<file path="config.mk">
export PLATFORM = sky130hd
export DESIGN_NAME = dbg_uart
export DESIGN_NICKNAME = d
export VERILOG_FILES = /design/src/dbg_uart_pkg.sv /design/src/dbg_uart.sv
export SDC_FILE = /design/constraint.sdc
export NUM_CORES = 1
export LEC_CHECK = 0
export BUFFER_PORTS_ARGS = -buffer_cell sky130_fd_sc_hd__buf_2
export CAP_MARGIN = 15
export CORE_MARGIN = 2
export CORE_UTILIZATION = 60
export CTS_CLUSTER_DIAMETER = 60
export DETAILED_ROUTE_END_ITERATION = 8
export GPL_TIMING_DRIVEN = 0
export PLACE_DENSITY = 0.81
export SYNTH_ARGS = -nofsm -noshare
export SYNTH_HDL_FRONTEND = slang
export SYNTH_SLANG_ARGS = --single-unit
</file>
<file path="constraint.sdc">
create_clock -name i_ref_clk -period 10.3 [get_ports i_ref_clk]
set_input_delay 0.515 -clock i_ref_clk [delete_from_list [all_inputs] [get_ports i_ref_clk]]
set_output_delay 0.515 -clock i_ref_clk [all_outputs]
set_load 0.05 [all_outputs]
</file>
<file path="src/dbg_uart_pkg.sv">
// Register map, field positions and timing constants of the debug UART
`default_nettype none
package dbg_uart_pkg;
	// Byte offsets on the register bus
	localparam int ADDR_W = 8;
	localparam logic [7:0] OFF_COMMAND = 8'h00;
	localparam logic [7:0] OFF_CONFIG = 8'h04;
	localparam logic [7:0] OFF_IRQ_SET = 8'h08;
	localparam logic [7:0] OFF_IRQ_CLR = 8'h0c;
	localparam logic [7:0] OFF_IRQ_VIEW = 8'h10;
	localparam logic [7:0] OFF_FLAGS = 8'h14;
	localparam logic [7:0] OFF_RX_HOLD = 8'h18;
	localparam logic [7:0] OFF_TX_HOLD = 8'h1c;
	localparam logic [7:0] OFF_BAUD = 8'h20;
	localparam logic [7:0] OFF_CHIP_ID = 8'h40;
	localparam logic [7:0] OFF_CHIP_EXT = 8'h44;
	// Command bits
	localparam int CMD_RX_RESET = 2;
	localparam int CMD_TX_RESET = 3;
	localparam int CMD_RX_ON = 4;
	localparam int CMD_RX_OFF = 5;
	localparam int CMD_TX_ON = 6;
	localparam int CMD_TX_OFF = 7;
	localparam int CMD_CLR_ERR = 8;
	// Config fields
	localparam int PAR_LSB = 9;
	localparam int CHAN_LSB = 14;
	localparam logic [31:0] CONFIG_WMASK = 32'h0000_ce00;
	// Flag bit positions, shared by the mask register
	localparam int F_RX_WAIT = 0;
	localparam int F_TX_FREE = 1;
	localparam int F_RX_DMA_DONE = 3;
	localparam int F_TX_DMA_DONE = 4;
	localparam int F_OVERRUN = 5;
	localparam int F_FRAME = 6;
	localparam int F_PARITY = 7;
	localparam int F_TX_DONE = 9;
	localparam int F_TX_BUF_EMPTY = 11;
	localparam int F_RX_BUF_FULL = 12;
	localparam int F_DBG_WR = 30;
	localparam int F_DBG_RD = 31;
	localparam logic [31:0] IRQ_VALID = 32'hc000_1afb;
	// Reset values
	localparam logic [31:0] CONFIG_RST = 32'h0000_0000;
	localparam logic [31:0] MASK_RST = 32'h0000_0000;
	localparam logic [15:0] BAUD_RST = 16'h0000;
	localparam logic [7:0] RX_HOLD_RST = 8'h00;
	// Channel modes
	localparam logic [1:0] CH_NORMAL = 2'h0;
	localparam logic [1:0] CH_ECHO = 2'h1;
	localparam logic [1:0] CH_LOCAL = 2'h2;
	localparam logic [1:0] CH_REMOTE = 2'h3;
	// Parity low bits when the top bit is clear
	localparam logic [1:0] PAR_EVEN = 2'h0;
	localparam logic [1:0] PAR_ODD = 2'h1;
	localparam logic [1:0] PAR_SPACE = 2'h2;
	// Bit timing in baud ticks
	localparam logic [3:0] TICK_LAST = 4'hf;
	localparam logic [3:0] TICK_MID = 4'h7;
	localparam logic [2:0] BIT_LAST = 3'h7;
	// Serial state machine states, one-hot
	typedef enum logic [4:0] {
		S_IDLE = 5'h01,
		S_START = 5'h02,
		S_DATA = 5'h04,
		S_PAR = 5'h08,
		S_STOP = 5'h10
	} ser_state_e;
endpackage : dbg_uart_pkg
`default_nettype wire
</file>
<file path="src/dbg_uart.sv">
// Debug UART with Avalon-MM register slave
`default_nettype none
// Operation
// - Receiver reset command disables receiver and aborts any character at once.
// - Transmitter reset command disables transmitter and aborts any character at once.
// - Receiver enable works only when receiver disable is zero in that write.
// - Receiver disable lets a character in progress finish before stopping.
// - Transmitter enable works only when transmitter disable is zero in that write.
// - Transmitter disable sends the shifting and waiting characters before stopping.
// - Error clear command clears parity, framing and overrun flags.
// - Parity select: even, odd, forced zero, forced one; top bit means none.
// - Ones written to interrupt enable set matching mask bits.
// - Ones written to interrupt disable clear matching mask bits.
// - Mask view shows enabled sources, resets to zero, status bit layout.
// - Receive-ready flag shows an unread character, zero when receiver disabled.
// - Transmit-ready flag zero while holding register full or transmitter disabled.
// - Transmitter-empty flag one only when holding and shifter empty and enabled.
// - Overrun, framing and parity flags stay set until error clear.
// - Flags 3 and 4 mirror receive and transmit DMA end signals.
// - Flag 11 mirrors transmit DMA buffer-empty signal.
// - Flag 12 mirrors receive DMA buffer-full signal.
// - Flags 30 and 31 mirror debug-channel write and read pending.
// - Reading the receive holding register clears receive-ready.
// - A character completing while receive-ready is set raises overrun, unless the receive holding register is read in that same cycle.
// - Local loopback feeds transmitter to receiver, ignores input, holds output high.
// - Receiver samples each bit sixteen baud ticks after the previous one.
module dbg_uart
	import dbg_uart_pkg::*;
#(
	parameter logic [31:0] CHIP_ID = 32'h0000_0000, // Arbitrary value
	parameter logic [31:0] CHIP_EXT = 32'h0000_0000 // Arbitrary value
) (
	// Clock and reset
	input wire logic i_ref_clk,
	input wire logic i_reset,
	// Avalon-MM slave
	input wire logic [ADDR_W-1:0] i_avs_address,
	input wire logic i_avs_read,
	input wire logic i_avs_write,
	input wire logic [31:0] i_avs_writedata,
	input wire logic [3:0] i_avs_byteenable,
	output logic [31:0] o_avs_readdata,
	output logic o_avs_waitrequest,
	// Serial line
	input wire logic i_serial_in_pin,
	output logic o_serial_out_pin,
	// DMA channel and debug channel status
	input wire logic i_rx_dma_done,
	input wire logic i_tx_dma_done,
	input wire logic i_tx_dma_buffer_empty,
	input wire logic i_rx_dma_buffer_full,
	input wire logic i_dbg_chan_write_pending,
	input wire logic i_dbg_chan_read_pending,
	// Interrupt
	output logic o_irq
);

	////////////////////////////////////////////////////////////////////
	// Bus slave: every access waits one cycle, so read data are flopped
	logic ack_r;
	logic [31:0] rdata_r;
	logic [31:0] config_r;
	logic [31:0] mask_r;
	logic [15:0] baud_r;
	logic [7:0] rx_hold_r;
	logic [31:0] flags;
	logic [31:0] rd_mux;
	wire req = i_avs_read | i_avs_write;
	wire wr_acc = i_avs_write & ack_r;
	wire rd_acc = i_avs_read & ack_r;
	wire [31:0] be_mask = {{8{i_avs_byteenable[3]}},
		{8{i_avs_byteenable[2]}}, {8{i_avs_byteenable[1]}},
		{8{i_avs_byteenable[0]}}};
	wire [31:0] wdata = i_avs_writedata & be_mask;

	// Register decode
	wire wr_cmd = wr_acc && (i_avs_address == OFF_COMMAND);
	wire wr_cfg = wr_acc && (i_avs_address == OFF_CONFIG);
	wire wr_set = wr_acc && (i_avs_address == OFF_IRQ_SET);
	wire wr_clr = wr_acc && (i_avs_address == OFF_IRQ_CLR);
	wire wr_thr = wr_acc && (i_avs_address == OFF_TX_HOLD);
	wire wr_baud = wr_acc && (i_avs_address == OFF_BAUD);
	wire rd_rhr = rd_acc && (i_avs_address == OFF_RX_HOLD);

	// Command strobes
	wire rx_rst_cmd = wr_cmd & wdata[CMD_RX_RESET];
	wire tx_rst_cmd = wr_cmd & wdata[CMD_TX_RESET];
	wire rx_on_ok = wr_cmd & wdata[CMD_RX_ON] & ~wdata[CMD_RX_OFF];
	wire rx_off = wr_cmd & wdata[CMD_RX_OFF];
	wire tx_on_ok = wr_cmd & wdata[CMD_TX_ON] & ~wdata[CMD_TX_OFF];
	wire tx_off = wr_cmd & wdata[CMD_TX_OFF];
	wire clr_err = wr_cmd & wdata[CMD_CLR_ERR];

	// Config fields
	wire [2:0] parity_select = config_r[PAR_LSB+:3];
	wire [1:0] channel_select = config_r[CHAN_LSB+:2];
	wire par_on = ~parity_select[2];

	// Read mux; unmapped and write-only offsets read as zero
	always_comb begin
		case (i_avs_address)
			OFF_CONFIG: rd_mux = config_r;
			OFF_IRQ_VIEW: rd_mux = mask_r;
			OFF_FLAGS: rd_mux = flags;
			OFF_RX_HOLD: rd_mux = {24'h000000, rx_hold_r};
			OFF_BAUD: rd_mux = {16'h0000, baud_r};
			OFF_CHIP_ID: rd_mux = CHIP_ID;
			OFF_CHIP_EXT: rd_mux = CHIP_EXT;
			default: rd_mux = 32'h0000_0000;
		endcase
	end

	// Handshake: wait state in the first cycle, accept in the second
	always_ff @(posedge i_ref_clk or posedge i_reset) begin
		if (i_reset) begin
			ack_r <= 1'b0;
			rdata_r <= 32'h0000_0000;
		end else begin
			ack_r <= req & ~ack_r;
			rdata_r <= rd_mux;
		end
	end
	assign o_avs_waitrequest = req & ~ack_r;
	assign o_avs_readdata = rdata_r;

	// Config, baud and interrupt mask registers
	always_ff @(posedge i_ref_clk or posedge i_reset) begin
		if (i_reset) begin
			config_r <= CONFIG_RST;
			baud_r <= BAUD_RST;
			mask_r <= MASK_RST;
		end else begin
			if (wr_cfg)
				config_r <= wdata & CONFIG_WMASK;
			if (wr_baud)
				baud_r <= wdata[15:0];
			if (wr_set)
				mask_r <= mask_r | (wdata & IRQ_VALID);
			else if (wr_clr)
				mask_r <= mask_r & ~wdata;
		end
	end

	////////////////////////////////////////////////////////////////////
	// Baud tick: divisor 0 stops it, 1 ticks every clock
	logic [15:0] div_r;
	wire tick = (baud_r != 16'h0000) && (div_r == 16'(baud_r - 16'h1));
	always_ff @(posedge i_ref_clk or posedge i_reset) begin
		if (i_reset)
			div_r <= 16'h0000;
		else if (tick || baud_r == 16'h0000)
			div_r <= 16'h0000;
		else
			div_r <= 16'(div_r + 16'h1);
	end

	// Parity bit for a character under the selected mode
	function automatic logic par_calc(input logic [1:0] p,
		input logic [7:0] d);
		case (p)
			PAR_EVEN: par_calc = ^d;
			PAR_ODD: par_calc = ~^d;
			PAR_SPACE: par_calc = 1'b0;
			default: par_calc = 1'b1;
		endcase
	endfunction : par_calc

	////////////////////////////////////////////////////////////////////
	// Transmitter
	ser_state_e tx_state;
	logic tx_en_r;
	logic tx_stop_r;
	logic thr_full_r;
	logic [7:0] thr_r;
	logic [7:0] tx_sh_r;
	logic [3:0] tx_cnt_r;
	logic [2:0] tx_bit_r;
	logic tx_pbit_r;
	logic tx_line;
	// Remote loopback keeps the transmitter off the line and idle
	wire tx_go = tx_en_r && (channel_select != CH_REMOTE);
	wire tx_idle = (tx_state == S_IDLE);
	wire tx_bit_end = tick && (tx_cnt_r == TICK_LAST);

	always_comb begin
		case (tx_state)
			S_START: tx_line = 1'b0;
			S_DATA: tx_line = tx_sh_r[0];
			S_PAR: tx_line = tx_pbit_r;
			default: tx_line = 1'b1;
		endcase
	end

	// Holding register; writes while disabled are dropped
	always_ff @(posedge i_ref_clk or posedge i_reset) begin
		if (i_reset) begin
			thr_full_r <= 1'b0;
			thr_r <= 8'h00;
		end else if (tx_rst_cmd) begin
			thr_full_r <= 1'b0;
		end else if (wr_thr && tx_en_r && !tx_stop_r) begin
			thr_full_r <= 1'b1;
			thr_r <= wdata[7:0];
		end else if (tx_go && tx_idle) begin
			thr_full_r <= 1'b0;
		end
	end

	// Transmit state machine and enable control
	always_ff @(posedge i_ref_clk or posedge i_reset) begin
		if (i_reset) begin
			tx_state <= S_IDLE;
			tx_en_r <= 1'b0;
			tx_stop_r <= 1'b0;
			tx_sh_r <= 8'h00;
			tx_cnt_r <= 4'h0;
			tx_bit_r <= 3'h0;
			tx_pbit_r <= 1'b0;
		end else if (tx_rst_cmd) begin
			tx_state <= S_IDLE;
			tx_en_r <= 1'b0;
			tx_stop_r <= 1'b0;
		end else begin
			if (tx_on_ok) begin
				tx_en_r <= 1'b1;
				tx_stop_r <= 1'b0;
			end else if (tx_off) begin
				tx_stop_r <= 1'b1;
			end else if (tx_stop_r && tx_idle && !thr_full_r) begin
				tx_en_r <= 1'b0;
				tx_stop_r <= 1'b0;
			end
			case (tx_state)
				S_IDLE: begin
					if (tx_go && thr_full_r) begin
						tx_sh_r <= thr_r;
						tx_pbit_r <= par_calc(parity_select[1:0], thr_r);
						tx_cnt_r <= 4'h0;
						tx_state <= S_START;
					end
				end
				S_START, S_PAR, S_STOP: begin
					if (tick)
						tx_cnt_r <= 4'(tx_cnt_r + 4'h1);
					if (tx_bit_end) begin
						tx_bit_r <= 3'h0;
						if (tx_state == S_START)
							tx_state <= S_DATA;
						else if (tx_state == S_PAR)
							tx_state <= S_STOP;
						else
							tx_state <= S_IDLE;
					end
				end
				S_DATA: begin
					if (tick)
						tx_cnt_r <= 4'(tx_cnt_r + 4'h1);
					if (tx_bit_end) begin
						tx_sh_r <= {1'b0, tx_sh_r[7:1]};
						tx_bit_r <= 3'(tx_bit_r + 3'h1);
						if (tx_bit_r == BIT_LAST)
							tx_state <= par_on ? S_PAR : S_STOP;
					end
				end
				default: tx_state <= S_IDLE;
			endcase
		end
	end

	////////////////////////////////////////////////////////////////////
	// Line routing per channel mode; output flopped for a clean pin
	logic out_r;
	wire rx_line = (channel_select == CH_LOCAL) ?
		tx_line : i_serial_in_pin;
	wire out_nxt = (channel_select == CH_NORMAL) ? tx_line :
		(channel_select == CH_LOCAL) ? 1'b1 : i_serial_in_pin;
	always_ff @(posedge i_ref_clk or posedge i_reset) begin
		if (i_reset)
			out_r <= 1'b1;
		else
			out_r <= out_nxt;
	end
	assign o_serial_out_pin = out_r;

	////////////////////////////////////////////////////////////////////
	// Receiver
	ser_state_e rx_state;
	logic rx_en_r;
	logic rx_stop_r;
	logic [7:0] rx_sh_r;
	logic [3:0] rx_cnt_r;
	logic [2:0] rx_bit_r;
	logic rx_par_r;
	logic rx_wait_r;
	logic overrun_r;
	logic frame_r;
	logic par_err_r;
	wire rx_idle = (rx_state == S_IDLE);
	wire rx_go = rx_en_r && !rx_stop_r && (channel_select != CH_REMOTE);
	wire rx_bit_end = tick && (rx_cnt_r == TICK_LAST);
	wire rx_done = (rx_state == S_STOP) && rx_bit_end && !rx_rst_cmd;

	// Receive state machine and enable control
	always_ff @(posedge i_ref_clk or posedge i_reset) begin
		if (i_reset) begin
			rx_state <= S_IDLE;
			rx_en_r <= 1'b0;
			rx_stop_r <= 1'b0;
			rx_sh_r <= 8'h00;
			rx_cnt_r <= 4'h0;
			rx_bit_r <= 3'h0;
			rx_par_r <= 1'b0;
		end else if (rx_rst_cmd) begin
			rx_state <= S_IDLE;
			rx_en_r <= 1'b0;
			rx_stop_r <= 1'b0;
		end else begin
			if (rx_on_ok) begin
				rx_en_r <= 1'b1;
				rx_stop_r <= 1'b0;
			end else if (rx_off) begin
				rx_stop_r <= 1'b1;
			end else if (rx_stop_r && rx_idle) begin
				rx_en_r <= 1'b0;
				rx_stop_r <= 1'b0;
			end
			case (rx_state)
				S_IDLE: begin
					if (rx_go && !rx_line) begin
						rx_cnt_r <= 4'h0;
						rx_state <= S_START;
					end
				end
				S_START: begin
					// Recheck mid start bit to reject glitches
					if (tick)
						rx_cnt_r <= 4'(rx_cnt_r + 4'h1);
					if (tick && rx_cnt_r == TICK_MID) begin
						rx_cnt_r <= 4'h0;
						rx_bit_r <= 3'h0;
						rx_state <= rx_line ? S_IDLE : S_DATA;
					end
				end
				S_DATA: begin
					if (tick)
						rx_cnt_r <= 4'(rx_cnt_r + 4'h1);
					if (rx_bit_end) begin
						rx_sh_r <= {rx_line, rx_sh_r[7:1]};
						rx_bit_r <= 3'(rx_bit_r + 3'h1);
						if (rx_bit_r == BIT_LAST)
							rx_state <= par_on ? S_PAR : S_STOP;
					end
				end
				S_PAR: begin
					if (tick)
						rx_cnt_r <= 4'(rx_cnt_r + 4'h1);
					if (rx_bit_end) begin
						rx_par_r <= rx_line;
						rx_state <= S_STOP;
					end
				end
				S_STOP: begin
					if (tick)
						rx_cnt_r <= 4'(rx_cnt_r + 4'h1);
					if (rx_bit_end)
						rx_state <= S_IDLE;
				end
				default: rx_state <= S_IDLE;
			endcase
		end
	end

	// Receive flags; a new event wins over a clear in the same cycle
	wire ovr_set = rx_done & rx_wait_r & ~rd_rhr;
	wire frm_set = rx_done & ~rx_line;
	wire par_set = rx_done & par_on &
		(rx_par_r != par_calc(parity_select[1:0], rx_sh_r));
	always_ff @(posedge i_ref_clk or posedge i_reset) begin
		if (i_reset) begin
			rx_wait_r <= 1'b0;
			rx_hold_r <= RX_HOLD_RST;
			overrun_r <= 1'b0;
			frame_r <= 1'b0;
			par_err_r <= 1'b0;
		end else begin
			if (rx_done)
				rx_hold_r <= rx_sh_r;
			if (rx_rst_cmd)
				rx_wait_r <= 1'b0;
			else
				rx_wait_r <= (rx_wait_r & ~rd_rhr) | rx_done;
			overrun_r <= (overrun_r & ~clr_err) | ovr_set;
			frame_r <= (frame_r & ~clr_err) | frm_set;
			par_err_r <= (par_err_r & ~clr_err) | par_set;
		end
	end

	////////////////////////////////////////////////////////////////////
	// Status word and interrupt
	always_comb begin
		flags = 32'h0000_0000;
		flags[F_RX_WAIT] = rx_wait_r & rx_en_r;
		flags[F_TX_FREE] = tx_en_r & ~thr_full_r;
		flags[F_RX_DMA_DONE] = i_rx_dma_done;
		flags[F_TX_DMA_DONE] = i_tx_dma_done;
		flags[F_OVERRUN] = overrun_r;
		flags[F_FRAME] = frame_r;
		flags[F_PARITY] = par_err_r;
		flags[F_TX_DONE] = tx_en_r & ~thr_full_r & tx_idle;
		flags[F_TX_BUF_EMPTY] = i_tx_dma_buffer_empty;
		flags[F_RX_BUF_FULL] = i_rx_dma_buffer_full;
		flags[F_DBG_WR] = i_dbg_chan_write_pending;
		flags[F_DBG_RD] = i_dbg_chan_read_pending;
	end
	assign o_irq = |(flags & mask_r);
endmodule : dbg_uart
`default_nettype wire

</file>
After elaboration in Yosys (flattened, before gate mapping). Index checks and enable logic that the tools add are counted.

Reductions and logical operators: 67. Add/subtract/negate cells: 6. Bitwise operators: 44. Equality and inequality tests: 48. Muxes and demuxes: 62.

Operators with widths (count): one-hot mux 32 bit (5 select lines) (1); bitwise AND 32 bit (3); 2-to-1 mux 5 bit (15); 2-to-1 mux 32 bit (2); equality test 8 x 5 -> 1 bit, second input constant (4); NOT 32 bit (1); bitwise OR 32 bit (1); OR reduction 32 bit (1); != test 3 bit, second input constant (10); one-hot mux 5 bit (5 select lines) (1); bitwise AND 1 bit (24); logical AND 1 bit (24); 2-to-1 mux 1 bit (21); 2-to-1 mux 4 bit (5); AND reduction 4 bit (5); adder 16 x 1 -> 16 bit, second input constant (1); equality test 16 bit (1); equality test 8 x 4 -> 1 bit, second input constant (2); logical NOT 16 bit (1); 2-to-1 mux 16 bit (1); 2-to-1 mux 8 bit (2); one-hot mux 8 bit (2 select lines) (1); nonzero test 16 bit (1); XNOR reduction 8 bit (2); 40 further kinds (97).

Output and inout bits: 35. Flip-flop bits (word level): 170. Logic and storage cells: 255.

Depth between registers and ports, before layout. Gate-level depths: netlist of run 1.

Depth after elaboration: 9. Gate-level depth with buffers: 12. Depth with buffers taken out: 10.

Least setup slack after synthesis of run 1. OpenSTA, ideal clock, no wires.

Path kind: register -> output. From: register tx_state[2]. To: output o_irq. Arrival: 3.001 ns. Path buffers: 2. Setup slack: 6.784 ns. Stages on the path, launching flop included: 7. Cells stage by stage: dfrtp_1 > clkbuf_1 > nor2_1 > and3_1 > clkbuf_1 > a21oi_1 > o311ai_0.

Word-level cells in the longest chain between the ends: 4.

RTL lines: from (decl) (line dbg_uart.sv:170) `ser_state_e tx_state;`; from (signal assigned) (line dbg_uart.sv:262) `tx_state <= par_on ? S_PAR : S_STOP;`; equality test 5 x 1 -> 1 bit (line dbg_uart.sv:182) `wire tx_idle = (tx_state == S_IDLE);`; bitwise AND 1 bit (line dbg_uart.sv:409) `flags[F_TX_DONE] = tx_en_r & ~thr_full_r & tx_idle;`; bitwise AND 32 bit (line dbg_uart.sv:415) `assign o_irq = |(flags & mask_r);`; OR reduction 32 bit (line dbg_uart.sv:415); to (decl) (line dbg_uart.sv:55) `output logic o_irq`.

No other way between the ends.

Worst setup path after layout of run 1.
From: register baud_r[2]. To: register rx_hold_r[2].

Word-level cells in the longest chain between the ends: 6.

RTL lines: from (decl) (line dbg_uart.sv:64) `logic [15:0] baud_r;`; from (signal assigned) (line dbg_uart.sv:136) `baud_r <= wdata[15:0];`; subtractor 16 x 1 -> 16 bit (line dbg_uart.sv:147) `wire tick = (baud_r != 16'h0000) && (div_r == 16'(baud_r - 16'h1));`; equality test 16 bit (line dbg_uart.sv:147); logical AND 1 bit (*) (line dbg_uart.sv:147); logical AND 1 bit (*) (line dbg_uart.sv:300) `wire rx_bit_end = tick && (rx_cnt_r == TICK_LAST);`; logical AND 1 bit (*) (2 in series) (line dbg_uart.sv:301) `wire rx_done = (rx_state == S_STOP) && rx_bit_end && !rx_rst_cmd;`; to (signal assigned) (line dbg_uart.sv:387) `rx_hold_r <= rx_sh_r;`; to (decl) (line dbg_uart.sv:65) `logic [7:0] rx_hold_r;`.

Mark *: on every way between the ends. The rest lies on a longest branch, timed or not. A chain may end at the register's enable or synchronous reset.

==> flow_summary_export.csv, run 1 <==
group,metric,value,unit
synthesis,synth.distinct_cells,70,
critical_path,critPathKind,"flip-flop to flip-flop",
clocking,cts_tree,"built",
floorplanning,coreArea,13700,um^2
sta,grt_setup_unrepaired,"no",
clocking,post_cts_buffers,0,
sta,maxClockFrequency,289,MHz
route,drc_errors,0,
synthesis,synth_fa_ha_area_frac,0.0120,
synthesis,yosysWarnings,0,
sta,final.setup.worst_slack,6.84,ns
placement,post-dp-hpwl,14.6,mm
global_route,grt_max_degree,92,
synthesis,synth_edf_count,0,
synthesis,yosysMostFrequentCell,"dfrtp_1",
pwr,ir_drop,0.000157,V
cells_and_area,multiInputGateArea,3850,um^2
sta,worstMarginPinSlew,1.03,ns
clocking,clk_latency,0.44,ns
synthesis,syn_avg_cell_area,10.3,um^2
cells_and_area,drive_above_1_share,0.196,
pwr,p_leak,4.54,nW
global_route,grt.overflow.total,0,
critical_path,cp.arrival,3.78,ns
synthesis,synth_top_area_frac,0.503,
floorplanning,die-area,14800,um^2
clocking,cts_resized,0,
sta,drv_slew,0,
synthesis,synthCells,809,
cells_and_area,nets,980,
synthesis,yosys_register_bits,170,
synthesis,muxShareOfSynthArea,0.0621,
critical_path,path_max_fanout,10,
route,first_iter_violations,681,
route,dr_total_vias,6712,
cells_and_area,antenna-diode-count,0,
placement,io_buffers,88,
sta,hold_viol,0,
synthesis,synth_top_family_by_area,"simple AND/OR/NAND/NOR gates",
route,vias_per_cell,6.05,
floorplanning,boundaryPins,90,
clocking,cts.clk_slew.worst_paths,0.06,ns
global_route,grt_pass1_wl,33.3,mm
sta,finalCritPeriodShare,0.336,
worst_hold_path,hold_class,"primary input to asynchronous set/reset pin",
placement,pre_cts_slack,6.88,ns
floorplanning,start_util,0.606,
route,avgRoutedWirePerCell,18.4,um
status,status,"finished, final reports clean",
clocking,ctsHoldBuffers,0,
synthesis,synthTopCellsByCount,"dfrtp_1, nand2_1, nor2_1",
global_route,antenna_found_initial,0,
sta,setup_violations,0,
clocking,cts_buffers,17,
synthesis,synth_compound_area_frac,0.139,
placement,place_congestion,0.924,
synthesis,synth-async-reset-ratio,1.00,
critical_path,critPathRequiredTime,10.62,ns
cells_and_area,fillCellCount,1025,
sta,period_minus_slack,3.46,ns
route,ant_nets,0,
synthesis,synthFlopType,"dfrtp_1",
sta,fin_hold_ws,0.137,ns
cells_and_area,fin_util,0.700,
global_route,grt_util_all_layers,0.293,
synthesis,seq_area_frac_synth,0.512,
clocking,cts.sinks,170,
cells_and_area,regArea,4260,um^2
sta,fin_skew,0.00752,ns
clocking,clockBufferDepth,2,
flow_run,cap_violations,0,
cells_and_area,area_growth,15.4,%
synthesis,synthSimpleGateAreaFrac,0.187,
clocking,clk_root_buffer_cell,"clkbuf_16",
route,first_pass_iters,5,
synthesis,synth_xor_area_frac,0.0632,
synthesis,yosysTopAreaCell,"dfrtp_1",
pwr,p_per_area,157,nW/um^2
synthesis,syn_nets,872,
floorplanning,die_height,122,um
global_route,first_global_vias,6525,
floorplanning,die_width,122,um
sta,slew_headroom,0.310,
synthesis,syn-cell-area,8320,um^2
floorplanning,rows,43,
critical_path,end_kind,"flip-flop",
synthesis,synth_area_leaders,"dfrtp_1, nand2_1, xnor2_1",
clocking,htreeDepth,4,
route,wirelength,20.4,mm
critical_path,start_kind,"flip-flop",
sta,setup_tns,0,ns
-- critical path, stage by stage (launching register included) --
cell and delay [ns]:
dfrtp_1 0.47, or4_4 0.55, nor4_2 0.36, nand2_1 0.15
mux2i_1 0.18, or3_1 0.32, buf_2 0.22, nor4_4 0.36
nand3_2 0.22, buf_6 0.22, mux2_4 0.30
-- area by class of cell --
class | instances | share of cell area
plain buffers | 33 | 0.0146
clock buffers | 17 | 0.0443
clock inverters | 15 | 0.0164
inverters | 17 | 0.00743
multi-input cells | 589 | 0.401
flip-flops and latches | 170 | 0.444
well taps | 180 | 0.0235
repair buffers | 89 | 0.0487
-- registers in the layout, indices dropped and copies added, names as in the netlist, 3 cells and up, named ones only --
name	flops
baud_r	16
config_r	5
div_r	16
mask_r	20
o_avs_readdata	32
rx_bit_r	3
rx_cnt_r	4
rx_hold_r	8
rx_sh_r	8
rx_state	5
thr_r	8
tx_bit_r	3
tx_cnt_r	4
tx_sh_r	8
tx_state	5
-- stage by stage --
| stage | power [mW] | instances | instance area [um^2] |
|---|---|---|---|
| 3_3_place_gp | 0.876 | 1077 | 8980 |
| 5_1_grt | 1.56 | 1110 | 9600 |
| 4_1_cts | 1.51 | 1110 | 9600 |
| 3_5_place_dp | 0.880 | 1078 | 9020 |
| 6_report | 1.50 | 1110 | 9600 |
| 2_1_floorplan | 0.828 | 809 | 8320 |
-- where the power goes --
| group | leakage, nW | switching, mW | internal, mW |
|---|---|---|---|
| Combinational | 1.91 | 0.113 | 0.0621 |
| Sequential | 2.34 | 0.0146 | 0.682 |
| Clock | 0.283 | 0.289 | 0.342 |
| Total | 4.54 | 0.416 | 1.09 |
-- path summary, 6_finish.rpt --
kind                       depth (start not counted)                start                  to  slack [ns]
setup reg to reg                                  10            baud_r[2]        rx_hold_r[2]        6.84
max in group asynchronous                          3              i_reset         rx_state[0]        9.33
hold / removal                                     2              i_reset            div_r[2]        0.14
hold reg to reg                                    1           mask_r[26]  o_avs_readdata[26]        0.47
setup / recovery                                  10            baud_r[2]        rx_hold_r[2]        6.84
min in group i_ref_clk                             2  i_avs_writedata[29]          mask_r[29]        0.25
-- placed cells by master (no fill, tap or decap), types with 4 or more instances in the layout --
| master | count |
|---|---|
| dfrtp_1 | 167 |
| mux2i_1 | 10 |
| or4_1 | 5 |
| or3_1 | 6 |
| inv_6 | 4 |
| xor2_1 | 22 |
| mux2_4 | 6 |
| nor4_1 | 7 |
| a22oi_1 | 8 |
| a22o_1 | 10 |
| clkbuf_16 | 17 |
| inv_1 | 16 |
| nor3b_1 | 5 |
| mux2_2 | 29 |
| a21o_1 | 4 |
| nor2_1 | 67 |
| a221o_1 | 6 |
| a222oi_1 | 4 |
| o21ai_0 | 58 |
| nand3_1 | 40 |
| buf_2 | 89 |
| nand2_1 | 97 |
| ha_1 | 8 |
| o21a_1 | 7 |
| xnor2_1 | 38 |
| inv_8 | 4 |
| nand2b_1 | 5 |
| nor3_1 | 13 |
| o31ai_1 | 11 |
| and3_1 | 14 |
| nand3b_1 | 4 |
| a21boi_0 | 14 |
| a21oi_1 | 17 |
| clkbuf_1 | 30 |
| and2_1 | 18 |
-- layer usage --
| layer | up-vias | part of all wire | global-route usage | routed length (um) |
|---|---|---|---|---|
| li1 | 3110 | - | - | - |
| met1 | 3246 | 0.42 | 0.385 | 8520 |
| met2 | 306 | 0.47 | 0.466 | 9630 |
| met3 | 50 | 0.078 | 0.0890 | 1590 |
| met4 | 0 | 0.033 | 0.101 | 683 |
| met5 | - | 0 | 0 | 0 |
-- cells by family (layout without fill, tap and decap cells) --
logic type	count (synthesis)	count (layout)
AOI/OAI and AO/OA	170	170
xor gates and xnor gates	60	60
buffers and inverters	50	171
and+or+nand+nor	306	306
DFF	170	170
adders and majority gates	8	8
muxes	45	45
Power figures use the tool's default switching activity.
==> run 2, diff against run 1 <==
- CORE_UTILIZATION: 60 -> 59
- PLACE_DENSITY: 0.81 -> 0.8
- clock period: 10.3 -> 3.4 ns (I/O delays scaled with it)
==> run 2 against run 1 <==
  * Setup slack worse by 6.9 ns
  * Critical endpoint is now rx_hold_r[3]
  * Design area up 5.4%
  * The run now ends with negative setup slack left
  * First-iteration DRC count is 7.0% lower
  * Clock power grew to 3.2 times the previous value
==> flow_summary_export.csv, run 2 (synthesis gave the netlist of run 1 again) <==
group,metric,value,unit
sta,worstMarginPinSlew,0.961,ns
critical_path,critPathKind,"flip-flop to flip-flop",
cells_and_area,drive_above_1_share,0.221,
critical_path,r2r_slack,-0.08,ns
status,status,"complete, but fails checks",
placement,pre_cts_slack,-0.0636,ns
sta,maxClockFrequency,287,MHz
floorplanning,die-area,15100,um^2
sta,fin_skew,0.00961,ns
worst_hold_path,hold_class,"primary input to flip-flop",
sta,finalCritPeriodShare,1.02,
sta,fin_hold_ws,0.0270,ns
critical_path,cp_common_cell,"nor4_4",
placement,dp_cells,1082,
cells_and_area,instances_no_fill,1150,
critical_path,start_kind,"flip-flop",
global_route,grt_pass1_wl,35.0,mm
flow_run,cap_violations,0,
worst_hold_path,hold_depth,2,
global_route,grt_max_degree,39,
critical_path,reg2reg_to,"rx_hold_r[3]",
critical_path,path_max_fanout,10,
critical_path,worstReg2RegStart,"baud_r[2]",
global_route,top_usage_layer,"met2",
worst_hold_path,min_to,"tx_en_r",
route,vias_per_cell,6.02,
critical_path,cp.arrival,3.79,ns
floorplanning,die_height,123,um
clocking,clockBufferDepth,2,
sta,final.setup.worst_slack,-0.0811,ns
placement,post_dp_cell_area,9090,um^2
worst_hold_path,hp-start,"i_avs_writedata[7]",
floorplanning,coreArea,13800,um^2
route,ant_nets,0,
global_route,grtUsageMet2,0.489,
placement,post-dp-hpwl,15.1,mm
placement,place_congestion,0.932,
clocking,cts_buffers,17,
pwr,finalPower,4.71,mW
sta,period_minus_slack,3.48,ns
placement,io_buffers,88,
cells_and_area,largest_reg_flops,32,
route,drc_errors,0,
floorplanning,start_util,0.601,
global_route,use_met3,0.0609,
sta,grt_setup_unrepaired,"yes",
critical_path,ff2ff_path_depth,10,
floorplanning,die_width,123,um
global_route,grt.overflow.total,0,
critical_path,critPathRequiredTime,3.71,ns
clocking,clk_root_buffer_cell,"clkbuf_16",
cells_and_area,nets,1020,
sta,setup_violations,9,
route,first_iter_violations,633,
sta,slew_headroom,0.355,
floorplanning,rows,43,
status,violations,"negative setup slack",
cells_and_area,layout_commonest_cell,"dfrtp_1",
pwr,p_per_area,466,nW/um^2
sta,setup_tns,-0.546,ns
critical_path,cp_slowest_stage_delay,0.55,ns
critical_path,startpoint,"baud_r[2]",
cells_and_area,antenna-diode-count,0,
sta,drv_slew,0,
cells_and_area,fin_util,0.732,
route,wirelength,21.5,mm
clocking,cts_tree,"built",
global_route,met1_usage,0.412,
critical_path,end_kind,"flip-flop",
route,avgRoutedWirePerCell,18.7,um
route,first_pass_iters,6,
cells_and_area,area_growth,21.7,%
clocking,htreeDepth,4,
clocking,cts.sinks,170,
clocking,clk_latency,0.43,ns
global_route,first_global_vias,6657,
critical_path,crit_chain,"or4_4, nor4_4, nand2_2, mux2i_2, or3_4, buf_6, nor4_4, nand3_2, bufbuf_16, mux2_4",
pwr,ir_drop,0.000542,V
critical_path,critPathSlowestCell,"or4_4",
floorplanning,boundaryPins,90,
global_route,antenna_found_initial,0,
clocking,cts.clk_slew.worst_paths,0.07,ns
cells_and_area,design_area,10100,um^2
sta,hold_viol,0,
pwr,p_leak,4.78,nW
route,dr_total_vias,6920,
global_route,grt_util_all_layers,0.306,
cells_and_area,final_cell_mix,"dfrtp_1, nand2_1, buf_2",
-- run 2: worst max-delay path, delay by kind of cell (launching register included) --
family	cells	cell delay, ns
simple gates	6	1.96
mux	2	0.48
buf+inv	2	0.48
flops	1	0.46
-- run 2: final cells by class --
class                           count  area (um^2)
Buffer                             33          150
Clock buffer                       17          425
Clock inverter                     15          190
Fill cell                         983         3710
Inverter                           17         67.6
Multi-Input combinational cell    589         3910
Sequential cell                   170         4260
Tap cell                          180          225
Timing Repair Buffer              129          892
-- run 2: power breakdown --
part | leakage (nW) | switching (mW) | internal, mW
Clock | 0.300 | 0.896 | 1.12
Sequential | 2.33 | 0.0446 | 2.07
Combinational | 2.15 | 0.355 | 0.224
Total | 4.78 | 1.30 | 3.41
-- run 2: worst max path at each step --
stage,endpoint,slack (ns),cells after the start
global placement,rx_hold_r[7],-0.02,10
finish,rx_hold_r[3],-0.08,10
floorplan,o_irq,0.23,6
detailed placement,rx_hold_r[3],-0.06,12
CTS,rx_hold_r[3],0.02,12
global route,rx_hold_r[3],-0.17,13
-- run 2: routing by layer --
metal / up-vias / share of wire
met5: - / 0
li1: 3185 / -
met1: 3347 / 0.41
met3: 53 / 0.078
met4: 0 / 0.032
met2: 335 / 0.48
-- run 2: timing repair --
action / CTS / global route
hold buffers: 18 / 0
cloned: 1 / 0
buffers inserted: 12 / 5
pin swaps: 4 / 8
resized for setup: 8 / 9
hold endpoints to repair: 42 / 0
endpoints found under the setup margin: 15 / 21
==> run 3, diff against run 2 <==
- ABC_AREA: not set -> 1
==> run 3 against run 2 <==
  * The flow now finishes without violations
  * Synthesized cell count rose by 38%
  * Core utilization is 3.9 points lower
  * Via count is 13% higher
  * Register-to-register slack improved by 0.62 ns
  * Total power decreased by 4.2%
  * Setup slack improved by 0.62 ns
  * Combinational power is 5.5% higher
  * Cell count rose by 24%
  * Routed wire length barely moved
  * Non-clock buffer count down 48
  * Worst hold slack worse by 0.025 ns
  * Critical endpoint is now tx_sh_r[0]
  * Largest power group unchanged
==> flow_summary_export.csv, run 3 <==
group,metric,value,unit
cells_and_area,drive_above_1_share,0.143,
route,vias_per_cell,5.46,
synthesis,yosys_register_bits,170,
flow_run,cap_violations,0,
global_route,first_global_vias,7219,
critical_path,reg2reg_to,"tx_sh_r[0]",
route,drc_errors,0,
cells_and_area,instances_no_fill,1426,
synthesis,yosysWarnings,0,
pwr,internal_power,3.23,mW
synthesis,synth-async-reset-ratio,1.00,
clocking,cts.clk_slew.worst_paths,0.06,ns
clocking,cts_buffers,17,
synthesis,yosysTopAreaCell,"dfrtp_1",
cells_and_area,final_cell_mix,"nand2_1, dfrtp_1, inv_1",
route,ant_nets,0,
placement,dp_cells,1392,
floorplanning,die_width,126,um
clocking,clk_root_buffer_cell,"clkbuf_16",
sta,hold_viol,0,
sta,worstMarginPinSlew,0.832,ns
cells_and_area,fillCellCount,1211,
floorplanning,boundaryPins,90,
pwr,ir_drop,0.000361,V
cells_and_area,regArea,4260,um^2
synthesis,synthTopCellsByCount,"nand2_1, dfrtp_1, inv_1",
critical_path,endpoint,"tx_sh_r[0]",
clocking,post_cts_buffers,0,
critical_path,worstReg2RegStart,"baud_r[0]",
cells_and_area,design_area,10100,um^2
floorplanning,die-area,15900,um^2
clocking,clk_latency,0.43,ns
critical_path,r2r_slack,0.53,ns
critical_path,critPathKind,"flip-flop to flip-flop",
sta,setup_violations,0,
pwr,p_clk_frac,0.394,
sta,period_minus_slack,2.87,ns
global_route,grt_pass1_wl,35.5,mm
pwr,p_seq_frac,0.470,
critical_path,ff2ff_path_depth,16,
placement,io_buffers,85,
cells_and_area,nets,1292,
synthesis,syn_nets,1182,
sta,fin_skew,0.00749,ns
cells_and_area,multiInputGateArea,3800,um^2
critical_path,start_kind,"flip-flop",
clocking,cts.sinks,170,
floorplanning,coreArea,14500,um^2
floorplanning,die_height,126,um
placement,post_dp_cell_area,9510,um^2
pwr,p_leak,5.30,nW
synthesis,synth.distinct_cells,45,
placement,post-dp-hpwl,16.6,mm
clocking,ctsHoldBuffers,2,
cells_and_area,largest_reg_flops,32,
pwr,swShare,0.284,
worst_hold_path,hold_class,"primary input to flip-flop",
placement,place_congestion,0.917,
synthesis,syn_avg_cell_area,7.84,um^2
sta,finalCritPeriodShare,0.843,
synthesis,synthFlopType,"dfrtp_1",
synthesis,synth_area_leaders,"dfrtp_1, nand2_1, inv_1",
route,avgRoutedWirePerCell,15.1,um
floorplanning,start_util,0.603,
global_route,antenna_found_initial,0,
synthesis,synthCells,1119,
pwr,p_sw,1.28,mW
route,wirelength,21.5,mm
synthesis,yosysMostFrequentCell,"nand2_1",
critical_path,path_max_fanout,10,
sta,slew_headroom,0.444,
critical_path,end_kind,"flip-flop",
route,first_iter_violations,758,
worst_hold_path,hold_depth,3,
clocking,cts_tree,"built",
pwr,finalPower,4.51,mW
sta,grt_setup_unrepaired,"no",
clocking,clockBufferDepth,2,
synthesis,seq_area_frac_synth,0.486,
cells_and_area,area_growth,14.8,%
critical_path,cp.arrival,3.19,ns
clocking,htreeDepth,4,
synthesis,synth_top_area_frac,0.477,
synthesis,syn-cell-area,8770,um^2
status,status,"finished, final reports clean",
global_route,grt.overflow.total,0,
critical_path,critPathRequiredTime,3.73,ns
pwr,p_per_area,448,nW/um^2
critical_path,startpoint,"baud_r[0]",
global_route,grt_util_all_layers,0.283,
global_route,grt_max_degree,43,
cells_and_area,layout_commonest_cell,"nand2_1",
sta,setup_tns,0,ns
sta,fin_hold_ws,0.00187,ns
route,first_pass_iters,6,
route,dr_total_vias,7785,
floorplanning,rows,44,
cells_and_area,antenna-diode-count,0,
synthesis,synth_edf_count,0,
pwr,pwr-share-comb,0.135,
sta,drv_slew,0,
sta,maxClockFrequency,349,MHz
clocking,cts_resized,0,
==> run 3: worst max-delay path: stages (launching register included) <==
cell	delay [ns]
dfrtp_1	0.46
inv_2	0.11
ha_1	0.20
nand2_2	0.12
nor2_4	0.22
nand3_2	0.13
nand2_1	0.08
inv_1	0.06
nor2_4	0.12
nand4_2	0.15
nor3_1	0.48
nand2_1	0.14
nand2_1	0.11
nand2_2	0.10
buf_6	0.17
nand2_1	0.07
o21ai_2	0.05
==> run 3: worst min path at each step <==
stage                                  from                 end
floorplan             i_tx_dma_buffer_empty  o_avs_readdata[11]
global route        i_dbg_chan_read_pending  o_avs_readdata[31]
finish                          i_avs_write               ack_r
detailed placement                  i_reset  o_avs_readdata[18]
CTS                             i_avs_write               ack_r
global placement                 i_avs_read               ack_r
==> run 3: stage by stage <==
| step | setup slack (ns) | utilization |
|---|---|---|
| floorplan | 1.06 | - |
| global placement | 0.0768 | 0.649 |
| detailed placement | 0.604 | 0.654 |
| CTS | 0.586 | 0.693 |
| global route | 0.345 | 0.693 |
| finish | 0.534 | 0.693 |
==> run 3: power by group through the flow <==
stage | combinational (mW) | clock [mW] | sequential [mW]
finish | 0.611 | 1.78 | 2.12
global route | 0.697 | 1.89 | 2.13
CTS | 0.608 | 1.79 | 2.12
detailed placement | 0.601 | 0 | 2.16
global placement | 0.574 | 0 | 2.16
floorplan | 0.441 | 0 | 2.15
==> run 3: cell families after synthesis <==
kind of cell               share of synthesized area
adders and majority gates                     0.0114
DFF                                            0.486
AOI/OAI and AO/OA                              0.111
buffers and inverters                         0.0809
xor gates and xnor gates                      0.0290
and+or+nand+nor                                0.275
muxes                                        0.00685
==> run 3: final cells by class <==
type                    instances  area share
inverters                     157      0.0589
clock buffers                  20      0.0444
repair buffers                 91      0.0522
well taps                     184      0.0229
plain buffers                  23      0.0119
flip-flops and latches        170       0.423
multi-input cells             769       0.378
clock inverters                12     0.00944
==> run 3: per-layer routing <==
layer / GRT usage / vias up / wire [um]
met4: 0.101 / 0 / 603
met2: 0.435 / 307 / 9890
met1: 0.396 / 3636 / 9260
met5: 0 / - / 0
li1: - / 3798 / -
met3: 0.0688 / 44 / 1780
